`src/logic/fncs_pkg.sv`:
```
// Constants, register map and divider arithmetic for the NCO clock synthesiser.
// Assumes one crystal-rate clock and a synchronous active-high reset.
// Summary of operation
// - Prescaler takes 5-bit divisor, 3-bit length, 8-bit pattern.
// - Pattern bit 0 divides by base, 1 by base+1.
// - Pattern length is length field plus one; upper bits ignored.
// - Zero length field gives plain base divide.
// - Integer ratio gives jitter-free plain divider output.
// - Host keeps reference between 2 and 4 MHz.
// - Host keeps pattern lengths at most 8.
// - Feedback divider: 7-bit divisor, same pattern rules.
// - VCO runs at 2 x 2304 x sample rate.
// - Charge-pump boost held until lock or force bit.
// - PLL settles within one frame-sync period.
// - Host writes 08h to 0Dh ascending, 0Dh last.
// - Write to 0Eh requests switch to PLL clock.
// - Reset runs system clock at crystal divided by 9.
// - No switch before second frame sync after 0Dh.
// - Switch passes through a glitch-free multiplexer.
package fncs_pkg;

	// --------------------------------------------------------------
	// Register map
	// --------------------------------------------------------------
	localparam logic [7:0] ADDR_PRE_BASE = 8'h08;
	localparam logic [7:0] ADDR_PRE_LEN  = 8'h09;
	localparam logic [7:0] ADDR_PRE_SEQ  = 8'h0A;
	localparam logic [7:0] ADDR_FB_BASE  = 8'h0B;
	localparam logic [7:0] ADDR_FB_LEN   = 8'h0C;
	localparam logic [7:0] ADDR_FB_SEQ   = 8'h0D;
	localparam logic [7:0] ADDR_SWITCH   = 8'h0E;

	localparam int PRE_BASE_W  = 5;
	localparam int FB_BASE_W   = 7;
	localparam int LEN_W       = 3;
	localparam int SEQ_W       = 8;
	localparam int FORCE_BIT   = 7;
	localparam int SWITCH_BIT  = 0;

	localparam logic [7:0] REG_RESET     = 8'h00;
	localparam logic [7:0] SWITCH_WORD   = 8'h01;

	// --------------------------------------------------------------
	// Timing counts
	// --------------------------------------------------------------
	localparam logic [3:0] XTAL_DIV      = 4'h9;
	localparam logic [1:0] FS_WAIT       = 2'h2;
	localparam int         VCO_PER_FS    = 2 * 2304;

	// Divisor for the current output period of either divider.
	function automatic logic [7:0] fncs_period(
		input logic [6:0] base,
		input logic [2:0] len,
		input logic [7:0] seq,
		input logic [2:0] pos
	);
		logic [7:0] d;
		d = {1'b0, base};
		if (len != 3'h0 && seq[pos]) begin
			d = d + 8'h01;
		end
		if (d == 8'h00) begin
			d = 8'h01;
		end
		return d;
	endfunction

	// Next pattern position, wrapping after the last entry.
	function automatic logic [2:0] fncs_next_pos(
		input logic [2:0] len,
		input logic [2:0] pos
	);
		return (pos >= len) ? 3'h0 : pos + 3'h1;
	endfunction

endpackage

```
`src/logic/fncs_if.sv`:
```
// Register write port between the host and the clock synthesiser.
// Assumes both ends share mclk; the bench ties the clock and reset.
`timescale 1ns/1ps
interface fncs_if (
	input wire logic mclk,
	input wire logic rst
);
	logic       wr_stb;
	logic [7:0] addr;
	logic [7:0] wdata;
	logic [7:0] rdata;

	modport dev (
		input  mclk,
		input  rst,
		input  wr_stb,
		input  addr,
		input  wdata,
		output rdata
	);

	modport host (
		input  mclk,
		input  rst,
		output wr_stb,
		output addr,
		output wdata,
		input  rdata
	);
endinterface

```
`src/logic/fncs_device.sv`:
```
// Clock synthesiser: prescaler NCO, feedback NCO, boost hold and clock switch.
// Assumes mclk is the crystal clock and vco_tick is a one-cycle pulse per
// VCO edge, synchronous to mclk, produced by the analog model outside.
`timescale 1ns/1ps
module fncs_device (
	fncs_if.dev        bus,
	input  wire logic  vco_tick,
	input  wire logic  pll_locked,
	input  wire logic  frame_sync,
	output logic       ref_tick,
	output logic       fb_tick,
	output logic       cp_boost,
	output logic       sys_tick,
	output logic       sys_on_pll
);
	import fncs_pkg::*;

	// --------------------------------------------------------------
	// State
	// --------------------------------------------------------------
	// Host-written fields are kept apart from the active copy (a_ fields)
	// that the dividers run on; the active copy changes only on a commit.
	typedef struct packed {
		logic [4:0] pre_base;
		logic [2:0] pre_len;
		logic [7:0] pre_seq;
		logic [6:0] fb_base;
		logic [2:0] fb_len;
		logic       force_vco;
		logic [7:0] fb_seq;
		logic       sw_req;
		logic [4:0] a_pre_base;
		logic [2:0] a_pre_len;
		logic [7:0] a_pre_seq;
		logic [6:0] a_fb_base;
		logic [2:0] a_fb_len;
		logic [7:0] a_fb_seq;
		logic [7:0] p_cnt;
		logic [2:0] p_pos;
		logic       p_tick;
		logic [7:0] n_cnt;
		logic [2:0] n_pos;
		logic       n_tick;
		logic [1:0] fs_cnt;
		logic       lock_seen;
		logic [3:0] x9_cnt;
		logic       x9_tick;
		logic       sel_pll;
		logic       sys_tick;
		logic [7:0] rdata;
	} fncs_dev_s;

	fncs_dev_s s_q;
	fncs_dev_s s_d;

	logic       wr;
	logic [7:0] p_div;
	logic [7:0] n_div;
	logic       commit;

	assign wr    = bus.wr_stb;
	// The closing divider write commits the whole set in one cycle.
	assign commit = wr && (bus.addr == ADDR_FB_SEQ);
	assign p_div = fncs_period({2'b00, s_q.a_pre_base}, s_q.a_pre_len,
		s_q.a_pre_seq, s_q.p_pos);
	assign n_div = fncs_period(s_q.a_fb_base, s_q.a_fb_len,
		s_q.a_fb_seq, s_q.n_pos);

	always_comb begin
		s_d          = s_q;
		s_d.p_tick   = 1'b0;
		s_d.n_tick   = 1'b0;
		s_d.x9_tick  = 1'b0;
		s_d.sys_tick = 1'b0;

		// ----------------------------------------------------------
		// Register writes
		// ----------------------------------------------------------
		if (wr) begin
			unique case (bus.addr)
				ADDR_PRE_BASE: s_d.pre_base = bus.wdata[PRE_BASE_W-1:0];
				ADDR_PRE_LEN:  s_d.pre_len  = bus.wdata[LEN_W-1:0];
				ADDR_PRE_SEQ:  s_d.pre_seq  = bus.wdata;
				ADDR_FB_BASE:  s_d.fb_base  = bus.wdata[FB_BASE_W-1:0];
				ADDR_FB_LEN: begin
					s_d.fb_len    = bus.wdata[LEN_W-1:0];
					s_d.force_vco = bus.wdata[FORCE_BIT];
				end
				ADDR_FB_SEQ:   s_d.fb_seq   = bus.wdata;
				ADDR_SWITCH:   s_d.sw_req   = 1'b1;
				default: ;
			endcase
		end

		// A complete set takes effect only on the closing write, so a
		// half-written set never reaches the dividers.
		if (commit) begin
			s_d.a_pre_base = s_q.pre_base;
			s_d.a_pre_len  = s_q.pre_len;
			s_d.a_pre_seq  = s_q.pre_seq;
			s_d.a_fb_base  = s_q.fb_base;
			s_d.a_fb_len   = s_q.fb_len;
			s_d.a_fb_seq   = bus.wdata;
			s_d.p_cnt      = 8'h00;
			s_d.p_pos      = 3'h0;
			s_d.n_cnt      = 8'h00;
			s_d.n_pos      = 3'h0;
			s_d.fs_cnt     = 2'h0;
		end else begin
			// ------------------------------------------------------
			// Prescaler on the crystal clock
			// ------------------------------------------------------
			if (s_q.p_cnt + 8'h01 >= p_div) begin
				s_d.p_cnt  = 8'h00;
				s_d.p_tick = 1'b1;
				s_d.p_pos  = fncs_next_pos(s_q.a_pre_len, s_q.p_pos);
			end else begin
				s_d.p_cnt = s_q.p_cnt + 8'h01;
			end

			// ------------------------------------------------------
			// Feedback divider on VCO edges
			// ------------------------------------------------------
			// At most one VCO edge is counted per crystal cycle, so a faster
			// loop clock must be brought in already divided down.
			if (vco_tick) begin
				if (s_q.n_cnt + 8'h01 >= n_div) begin
					s_d.n_cnt  = 8'h00;
					s_d.n_tick = 1'b1;
					s_d.n_pos  = fncs_next_pos(s_q.a_fb_len, s_q.n_pos);
				end else begin
					s_d.n_cnt = s_q.n_cnt + 8'h01;
				end
			end

			if (frame_sync && s_q.fs_cnt != FS_WAIT) begin
				s_d.fs_cnt = s_q.fs_cnt + 2'h1;
			end
		end

		// ----------------------------------------------------------
		// Charge-pump boost hold
		// ----------------------------------------------------------
		// A new closing write re-arms the boost so the loop relocks fast;
		// a lock or force in that same cycle still wins.
		if (commit) begin
			s_d.lock_seen = 1'b0;
		end
		if (pll_locked || s_q.force_vco) begin
			s_d.lock_seen = 1'b1;
		end

		// ----------------------------------------------------------
		// System clock source
		// ----------------------------------------------------------
		if (s_q.x9_cnt + 4'h1 >= XTAL_DIV) begin
			s_d.x9_cnt  = 4'h0;
			s_d.x9_tick = 1'b1;
		end else begin
			s_d.x9_cnt = s_q.x9_cnt + 4'h1;
		end

		// The select moves only on a crystal/9 period boundary, so the
		// last slow period is whole and no runt enable is emitted.
		// A commit in this cycle restarts the frame count, so it also holds
		// the switch off until two fresh frame syncs have been seen.
		if (!s_q.sel_pll && s_q.sw_req && s_q.fs_cnt == FS_WAIT
			&& s_d.x9_tick && !commit) begin
			s_d.sel_pll = 1'b1;
		end
		if (s_q.sel_pll) begin
			s_d.sys_tick = vco_tick;
		end else begin
			s_d.sys_tick = s_d.x9_tick;
		end

		// ----------------------------------------------------------
		// Readback
		// ----------------------------------------------------------
		// Data follows the address one cycle later; unmapped addresses read zero.
		unique case (bus.addr)
			ADDR_PRE_BASE: s_d.rdata = {3'h0, s_q.pre_base};
			ADDR_PRE_LEN:  s_d.rdata = {5'h00, s_q.pre_len};
			ADDR_PRE_SEQ:  s_d.rdata = s_q.pre_seq;
			ADDR_FB_BASE:  s_d.rdata = {1'b0, s_q.fb_base};
			ADDR_FB_LEN:   s_d.rdata = {s_q.force_vco, 4'h0, s_q.fb_len};
			ADDR_FB_SEQ:   s_d.rdata = s_q.fb_seq;
			ADDR_SWITCH:   s_d.rdata = {5'h00, s_q.lock_seen, s_q.sel_pll, s_q.sw_req};
			default:       s_d.rdata = 8'h00;
		endcase

		if (bus.rst) begin
			s_d = '0;
		end
	end

	always_ff @(posedge bus.mclk) begin
		s_q <= s_d;
	end

	// --------------------------------------------------------------
	// Outputs
	// --------------------------------------------------------------
	assign bus.rdata  = s_q.rdata;
	assign ref_tick   = s_q.p_tick;
	assign fb_tick    = s_q.n_tick;
	assign cp_boost   = !s_q.lock_seen;
	assign sys_tick   = s_q.sys_tick;
	assign sys_on_pll = s_q.sel_pll;

endmodule

```
`src/flat_wrapper.sv`:
```
// flat-port wrapper written by rule: the top's interface ports become plain ports
module fncs_device_flat import fncs_pkg::*;
  (vco_tick, pll_locked, frame_sync, ref_tick, fb_tick, cp_boost, sys_tick, sys_on_pll, mclk, rst, bus_wr_stb, bus_addr, bus_wdata, bus_rdata);
  fncs_if bus_i (.mclk(mclk), .rst(rst));
  input  wire logic vco_tick;
  input  wire logic pll_locked;
  input  wire logic frame_sync;
  output logic ref_tick;
  output logic fb_tick;
  output logic cp_boost;
  output logic sys_tick;
  output logic sys_on_pll;
  input wire logic mclk;
  input wire logic rst;
  input wire logic [$bits(bus_i.wr_stb)-1:0] bus_wr_stb;
  input wire logic [$bits(bus_i.addr)-1:0] bus_addr;
  input wire logic [$bits(bus_i.wdata)-1:0] bus_wdata;
  output wire logic [$bits(bus_i.rdata)-1:0] bus_rdata;
  assign bus_i.wr_stb = bus_wr_stb;
  assign bus_i.addr = bus_addr;
  assign bus_i.wdata = bus_wdata;
  assign bus_rdata = bus_i.rdata;
  fncs_device u_core (.bus(bus_i), .vco_tick(vco_tick), .pll_locked(pll_locked), .frame_sync(frame_sync), .ref_tick(ref_tick), .fb_tick(fb_tick), .cp_boost(cp_boost), .sys_tick(sys_tick), .sys_on_pll(sys_on_pll));
endmodule
```
`config.mk`:
```
export PLATFORM = sky130hd
export DESIGN_NAME = fncs_device_flat
export DESIGN_NICKNAME = d
export VERILOG_FILES = /design/src/logic/fncs_pkg.sv /design/src/logic/fncs_if.sv /design/src/logic/fncs_device.sv /design/src/flat_wrapper.sv
export SDC_FILE = /design/constraint.sdc
export NUM_CORES = 1
export LEC_CHECK = 0
export ABC_AREA = 1
export BUFFER_PORTS_ARGS = -buffer_cell sky130_fd_sc_hd__clkbuf_2
export CAP_MARGIN = 20
export CELL_PAD_IN_SITES_DETAIL_PLACEMENT = 1
export CELL_PAD_IN_SITES_GLOBAL_PLACEMENT = 2
export CORE_ASPECT_RATIO = 1.5
export CORE_MARGIN = 10
export CORE_UTILIZATION = 38
export CTS_CLUSTER_DIAMETER = 200
export DETAILED_ROUTE_END_ITERATION = 8
export GPL_TIMING_DRIVEN = 1
export HOLD_SLACK_MARGIN = 0.06
export PLACE_DENSITY = 0.81
export SLEW_MARGIN = 20
export SYNTH_ARGS = -nofsm -noshare
export SYNTH_HDL_FRONTEND = slang
export SYNTH_SLANG_ARGS = --single-unit
```
`constraint.sdc`:
```
create_clock -name mclk -period 3.8 [get_ports mclk]
set_input_delay 0.76 -clock mclk [delete_from_list [all_inputs] [get_ports mclk]]
set_output_delay 0.76 -clock mclk [all_outputs]
set_load 0.02 [all_outputs]
```
Word level (Yosys, flattened, before mapping)
Cells that the tools add are included.
Word-level totals
  logic and storage cells: 98
  register bits after elaboration: 111
Operators by class
  bitwise logic cells: 1
  equal/unequal tests: 9
  reduce and logical (&&, ||, !) cells: 29
  multiplexer cells: 18
  add/sub/neg operators: 8
  order comparisons: 7
Operator list (number)
  == test 8 x 4 -> 1 bit (second input constant): 7
  case mux 8 bit (7 select lines): 1
  two-way mux 8 bit: 5
  adder 8 x 1 -> 8 bit (second input constant): 2
  >= comparator 8 bit: 2
  zero test 8 bit: 2
  AND reduction 2 bit: 8
  adder 7 x 1 -> 8 bit (second input constant): 1
  logical AND 1 bit: 8
  < comparator 3 x 4 -> 1 bit (second input constant): 2
  two-way mux 1 bit: 8
  adder 3 x 1 -> 3 bit (second input constant): 2
  adder 5 x 1 -> 6 bit (second input constant): 1
  binary-select mux 1 bit (select 3 bit): 2
  >= comparator 3 bit: 2
  two-way mux 3 bit: 2
  nonzero test 3 bit: 2
  OR reduction 3 bit: 2
  adder 4 x 1 -> 4 bit (second input constant): 1
  >= comparator 4 bit (second input constant): 1
  OR reduction 2 bit: 2
  zero test 1 bit: 3
  adder 2 x 1 -> 2 bit (second input constant): 1
  == test 2 bit (second input constant): 1
  other kinds (4): 4

Longest topological paths before layout
  depth in word-level cells: 8
  depth in mapped cells: 22
  mapped depth without buffers: 22

Least setup slack after synthesis
Ideal clock, no wire load.
  path kind: reg2reg
  start point: register u_core.s_q[31] (netlist name)
  end point: register u_core.s_q[31] (netlist name)
  path slack: 1.419 ns
  required time: 3.687 ns
  stages on the path, launching flop included: 20
  arrival: 2.268 ns
  cells stage by stage: dfxtp_1 buf_2 inv_2 nand2_1 nand3_1 nand3b_2 nand3_2 o21ai_1 inv_1 nand3_1 nand2_1 ha_1 o21ai_0 a21boi_0 o21ai_0 nand2_1 nand3_1 nand2_1 nand3_1 nand2_1
Between the ends
  longest elaborated chain between the ends: 7
  elaborated cells on any way between the ends: 10
  classes of those cells: 1 x add/sub; 2 x order compare; 5 x mux; 2 x reduce/logical
RTL lines
  start: declaration: line fncs_device.sv:53  | fncs_dev_s s_q;
  start signal: assignment: line fncs_device.sv:198  | s_q <= s_d;
  binary-select mux 1 bit (select 3 bit): line fncs_pkg.sv:59  | if (len != 3'h0 && seq[pos]) begin
  two-way mux 1 bit (not written as such): line fncs_pkg.sv:59
  logical AND 1 bit: line fncs_pkg.sv:59
  two-way mux 8 bit: line fncs_pkg.sv:59
  zero test 8 bit: line fncs_pkg.sv:62  | if (d == 8'h00) begin
  two-way mux 8 bit: line fncs_pkg.sv:62
  >= comparator 8 bit: line fncs_device.sv:113  | if (s_q.p_cnt + 8'h01 >= p_div) begin
Parallel ways exist; a longest one is shown, timed or not. The select of a mux whose other input is x is not followed.
A chain may end at the register's enable or synchronous reset.

Worst setup path after layout
  start point: register u_core.s_q[19] (netlist name)
  end point: register u_core.s_q[26] (netlist name)
Between the ends
  longest elaborated chain between the ends: 8
RTL lines
  binary-select mux 1 bit (select 3 bit) (*): line fncs_pkg.sv:59
  two-way mux 1 bit (not written as such) (*): line fncs_pkg.sv:59
  logical AND 1 bit (*): line fncs_pkg.sv:59
  two-way mux 8 bit (*): line fncs_pkg.sv:59
  zero test 8 bit: line fncs_pkg.sv:62
  two-way mux 8 bit (*): line fncs_pkg.sv:62
  >= comparator 8 bit (*): line fncs_device.sv:127  | if (s_q.n_cnt + 8'h01 >= n_div) begin
  two-way mux 8 bit (*): line fncs_device.sv:127
Mark *: on every way between the ends. The rest lies on a longest branch, timed or not. The select of a mux whose other input is x is not followed.

==> out/metrics.cfg <==
[run_status]
status = completed

[cells_and_area]
final_area_sq_um = 5940
layout.nets = 782
syn2layout_area_growth_pct = 9.91
fin_util_pct = 42.4
seq_area_sq_um = 2060
fill_cells = 1755
drive_gt1_share_pct = 13.9
stdcell_count = 928
multi_input_comb_area_sq_um = 2740
diodes = 0

[placement]
dp.cells = 912
dp_hpwl_um = 11100
gp_congestion = 0.814
place_area_sq_um = 5630
portBuffers = 34

[route]
drcViolationCount = 0
wl_per_cell_um = 15.1
vias = 4608
routed_wl_um = 14000
viasPerCell = 4.97
first_iter_violations = 137
firstDrtPassIters = 4
antenna_left = 0

[logic_synthesis]
ys.flop_type = dfxtp_1
avgSynthCellArea_sq_um = 7.58
synthAdderAreaFrac_pct = 6.71
synthDistinctLibCells = 47
yosys-top-cells-count = dfxtp_1 (103), nand2_1 (102), inv_1 (100)
yosysMostFrequentCell = dfxtp_1
syn_inst = 713
synth_area_sq_um = 5400
synth_simple_gate_area_share_pct = 23.3
synthMuxAreaShare_pct = 0
yosysWarnings = 0
synth_area_leader_cell = dfxtp_1
synth_xor_area_share_pct = 3.38
ys_seq_area_share_pct = 38.2
async_flop_share_pct = 0
synth_seq_cells = 103
synth-compound-area-share_pct = 17.1
synth_top_family_by_area = simple AND/OR/NAND/NOR gates
synth_top_area_share_pct = 38.2
synth_edf_count = 0
synth_area_leaders = dfxtp_1 (38%), nand2_1 (7.1%), inv_1 (6.9%)

[clock_tree]
cts_hold_buffers = 0
cts_tree = yes
cts-buffers-inserted = 9
cts_resized = 0
clockBufferDepth = 2
clk_pin_slew_ns = 0.07
cts_root_buf = clkbuf_16
htree_num_levels = 3
cts.sinks = 103
clock_latency_ns = 0.34
postCtsSetupBuffers = 0

[floorplanning]
start_util_pct = 38.6
die_area_sq_um = 19500
core_area_sq_um = 14000
top_level_ports = 35
fp.dieH_um = 166
num_rows = 53
dieWidth_um = 117

[worst_setup_path]
crit_top_cell = nand2_1
rr_endpoint = u_core.s_q[26]
endpoint_kind = flip-flop
startpoint = u_core.s_q[19]
rr_startpoint = u_core.s_q[19]
reg2reg_slack_ns = 0.84
crit_chain = inv_2 > nand2_1 > nand3_1 > nand3_4 > nand3_4 > or3_1 > ha_1 > nand2_1 > nor2_1 > a211oi_1 > nand2_1 > nor2_2 > nand2_1 > a21oi_1
crit_fanout = 9
cpPeakStageDelay_ns = 0.50
crit_type = flip-flop to flip-flop
reg2reg_depth = 14
start_kind = flip-flop
slowest_stage = dfxtp_1
cp.arrival_ns = 3.22
worstPathRequired_ns = 4.06
crit_path_end = u_core.s_q[26]

[global_routing]
antenna_found_initial = 0
grt_pass1_wl_um = 23700
grt_pass1_vias = 4867
grt-busiest-layer = met2
grt_util_all_layers_pct = 14.7
grt_util_met2_pct = 27.7
grtUsageMet3_pct = 2.45
use_met1_pct = 15.9
overflow = 0
grt_max_degree = 63

[min_path]
hold_class = flip-flop to flip-flop
whs_path_depth = 2

[power_and_ir_drop]
power_leakage_uw = 0.00237
ir_drop_mv = 0.181
powerDensity_nw_per_um2 = 364

[sta]
tightest_slew_ns = 0.693
tns_ns = 0
setup_violations = 0
final.min_clock_period_ns = 2.96
fin_crit_sh_pct = 77.9
slew_headroom_pct = 53.7
skew_ns = 0.00857
timing.fmax_mhz = 338
drv_slew = 0
rsz0062_at_grt = false
hold_viol = 0

[job]
maxCapViolations = 0

[how the worst min path moves through the flow]
stage / to / start
final: u_core.s_q[63] / u_core.s_q[63]
after global routing: u_core.s_q[65] / u_core.s_q[65]
after CTS: u_core.s_q[63] / u_core.s_q[63]
after detailed placement: u_core.s_q[63] / u_core.s_q[63]
after global placement: u_core.s_q[65] / u_core.s_q[65]
after floorplan: u_core.s_q[11] / u_core.s_q[11]
[cells by family after synthesis]
kind of cell	count (synthesis)
buffers and inverters	138
XOR/XNOR	20
other	1
AND/OR/NAND/NOR	255
AO/OA/AOI/OAI	167
adder cells (fa/ha/maj)	29
flip-flops	103
[worst max-delay path, delay by kind of cell (launching register included)]
| family | cells | cell delay (ns) |
|---|---|---|
| compound gates | 2 | 0.40 |
| flops | 1 | 0.50 |
| fa+ha+maj | 1 | 0.33 |
| simple gates | 10 | 1.53 |
| buf+inv | 1 | 0.11 |
[power by group]
part	internal [uW]	switching, uW
clock network	549	408
logic	33.8	74.1
registers	1090	8.15
total	1670	490
[area by class of cell]
| type | instances | area share, % |
|---|---|---|
| timing repair buffer | 35 | 2.99 |
| tap | 192 | 4.04 |
| inverter | 109 | 6.95 |
| multi-input combinational | 473 | 46.1 |
| clock inverter | 4 | 0.906 |
| clock buffer | 12 | 4.32 |
| sequential | 103 | 34.7 |
[layer usage]
metal	share of wire, %	routed length [um]
met5	0	0
met4	1.8	255
met3	2.5	350
met2	54	7560
met1	42	5850
[metrics by stage]
step	total power (uW)	setup WS, ns	hold slack [ns]
global route	2250	0.462	0.483
detailed placement	1230	0.819	0.452
floorplan	1190	1.42	0.430
global placement	1230	0.942	0.444
CTS	2190	0.760	0.462
finish	2160	0.840	0.456
[state kept, by name, summed over array words and instances, names as in the netlist]
| signal | cells |
|---|---|
| u_core.fb_tick | 1 |
| u_core.sys_on_pll | 1 |
| u_core.s_q | 91 |
| u_core.ref_tick | 1 |
| u_core.bus.rdata | 8 |
| u_core.sys_tick | 1 |
[cell usage in the layout, fill, tap and decap left out, types with 14 or more instances in the layout]
cell type    n
a21oi_1     74
clkbuf_2    34
dfxtp_1    103
ha_1        29
inv_1      100
nand2_1    102
nand3_1     43
nand4_1     14
nor2_1      58
o21ai_0     28
o21ai_1     33
xor2_1      14
(Power assumes the default switching activity.)
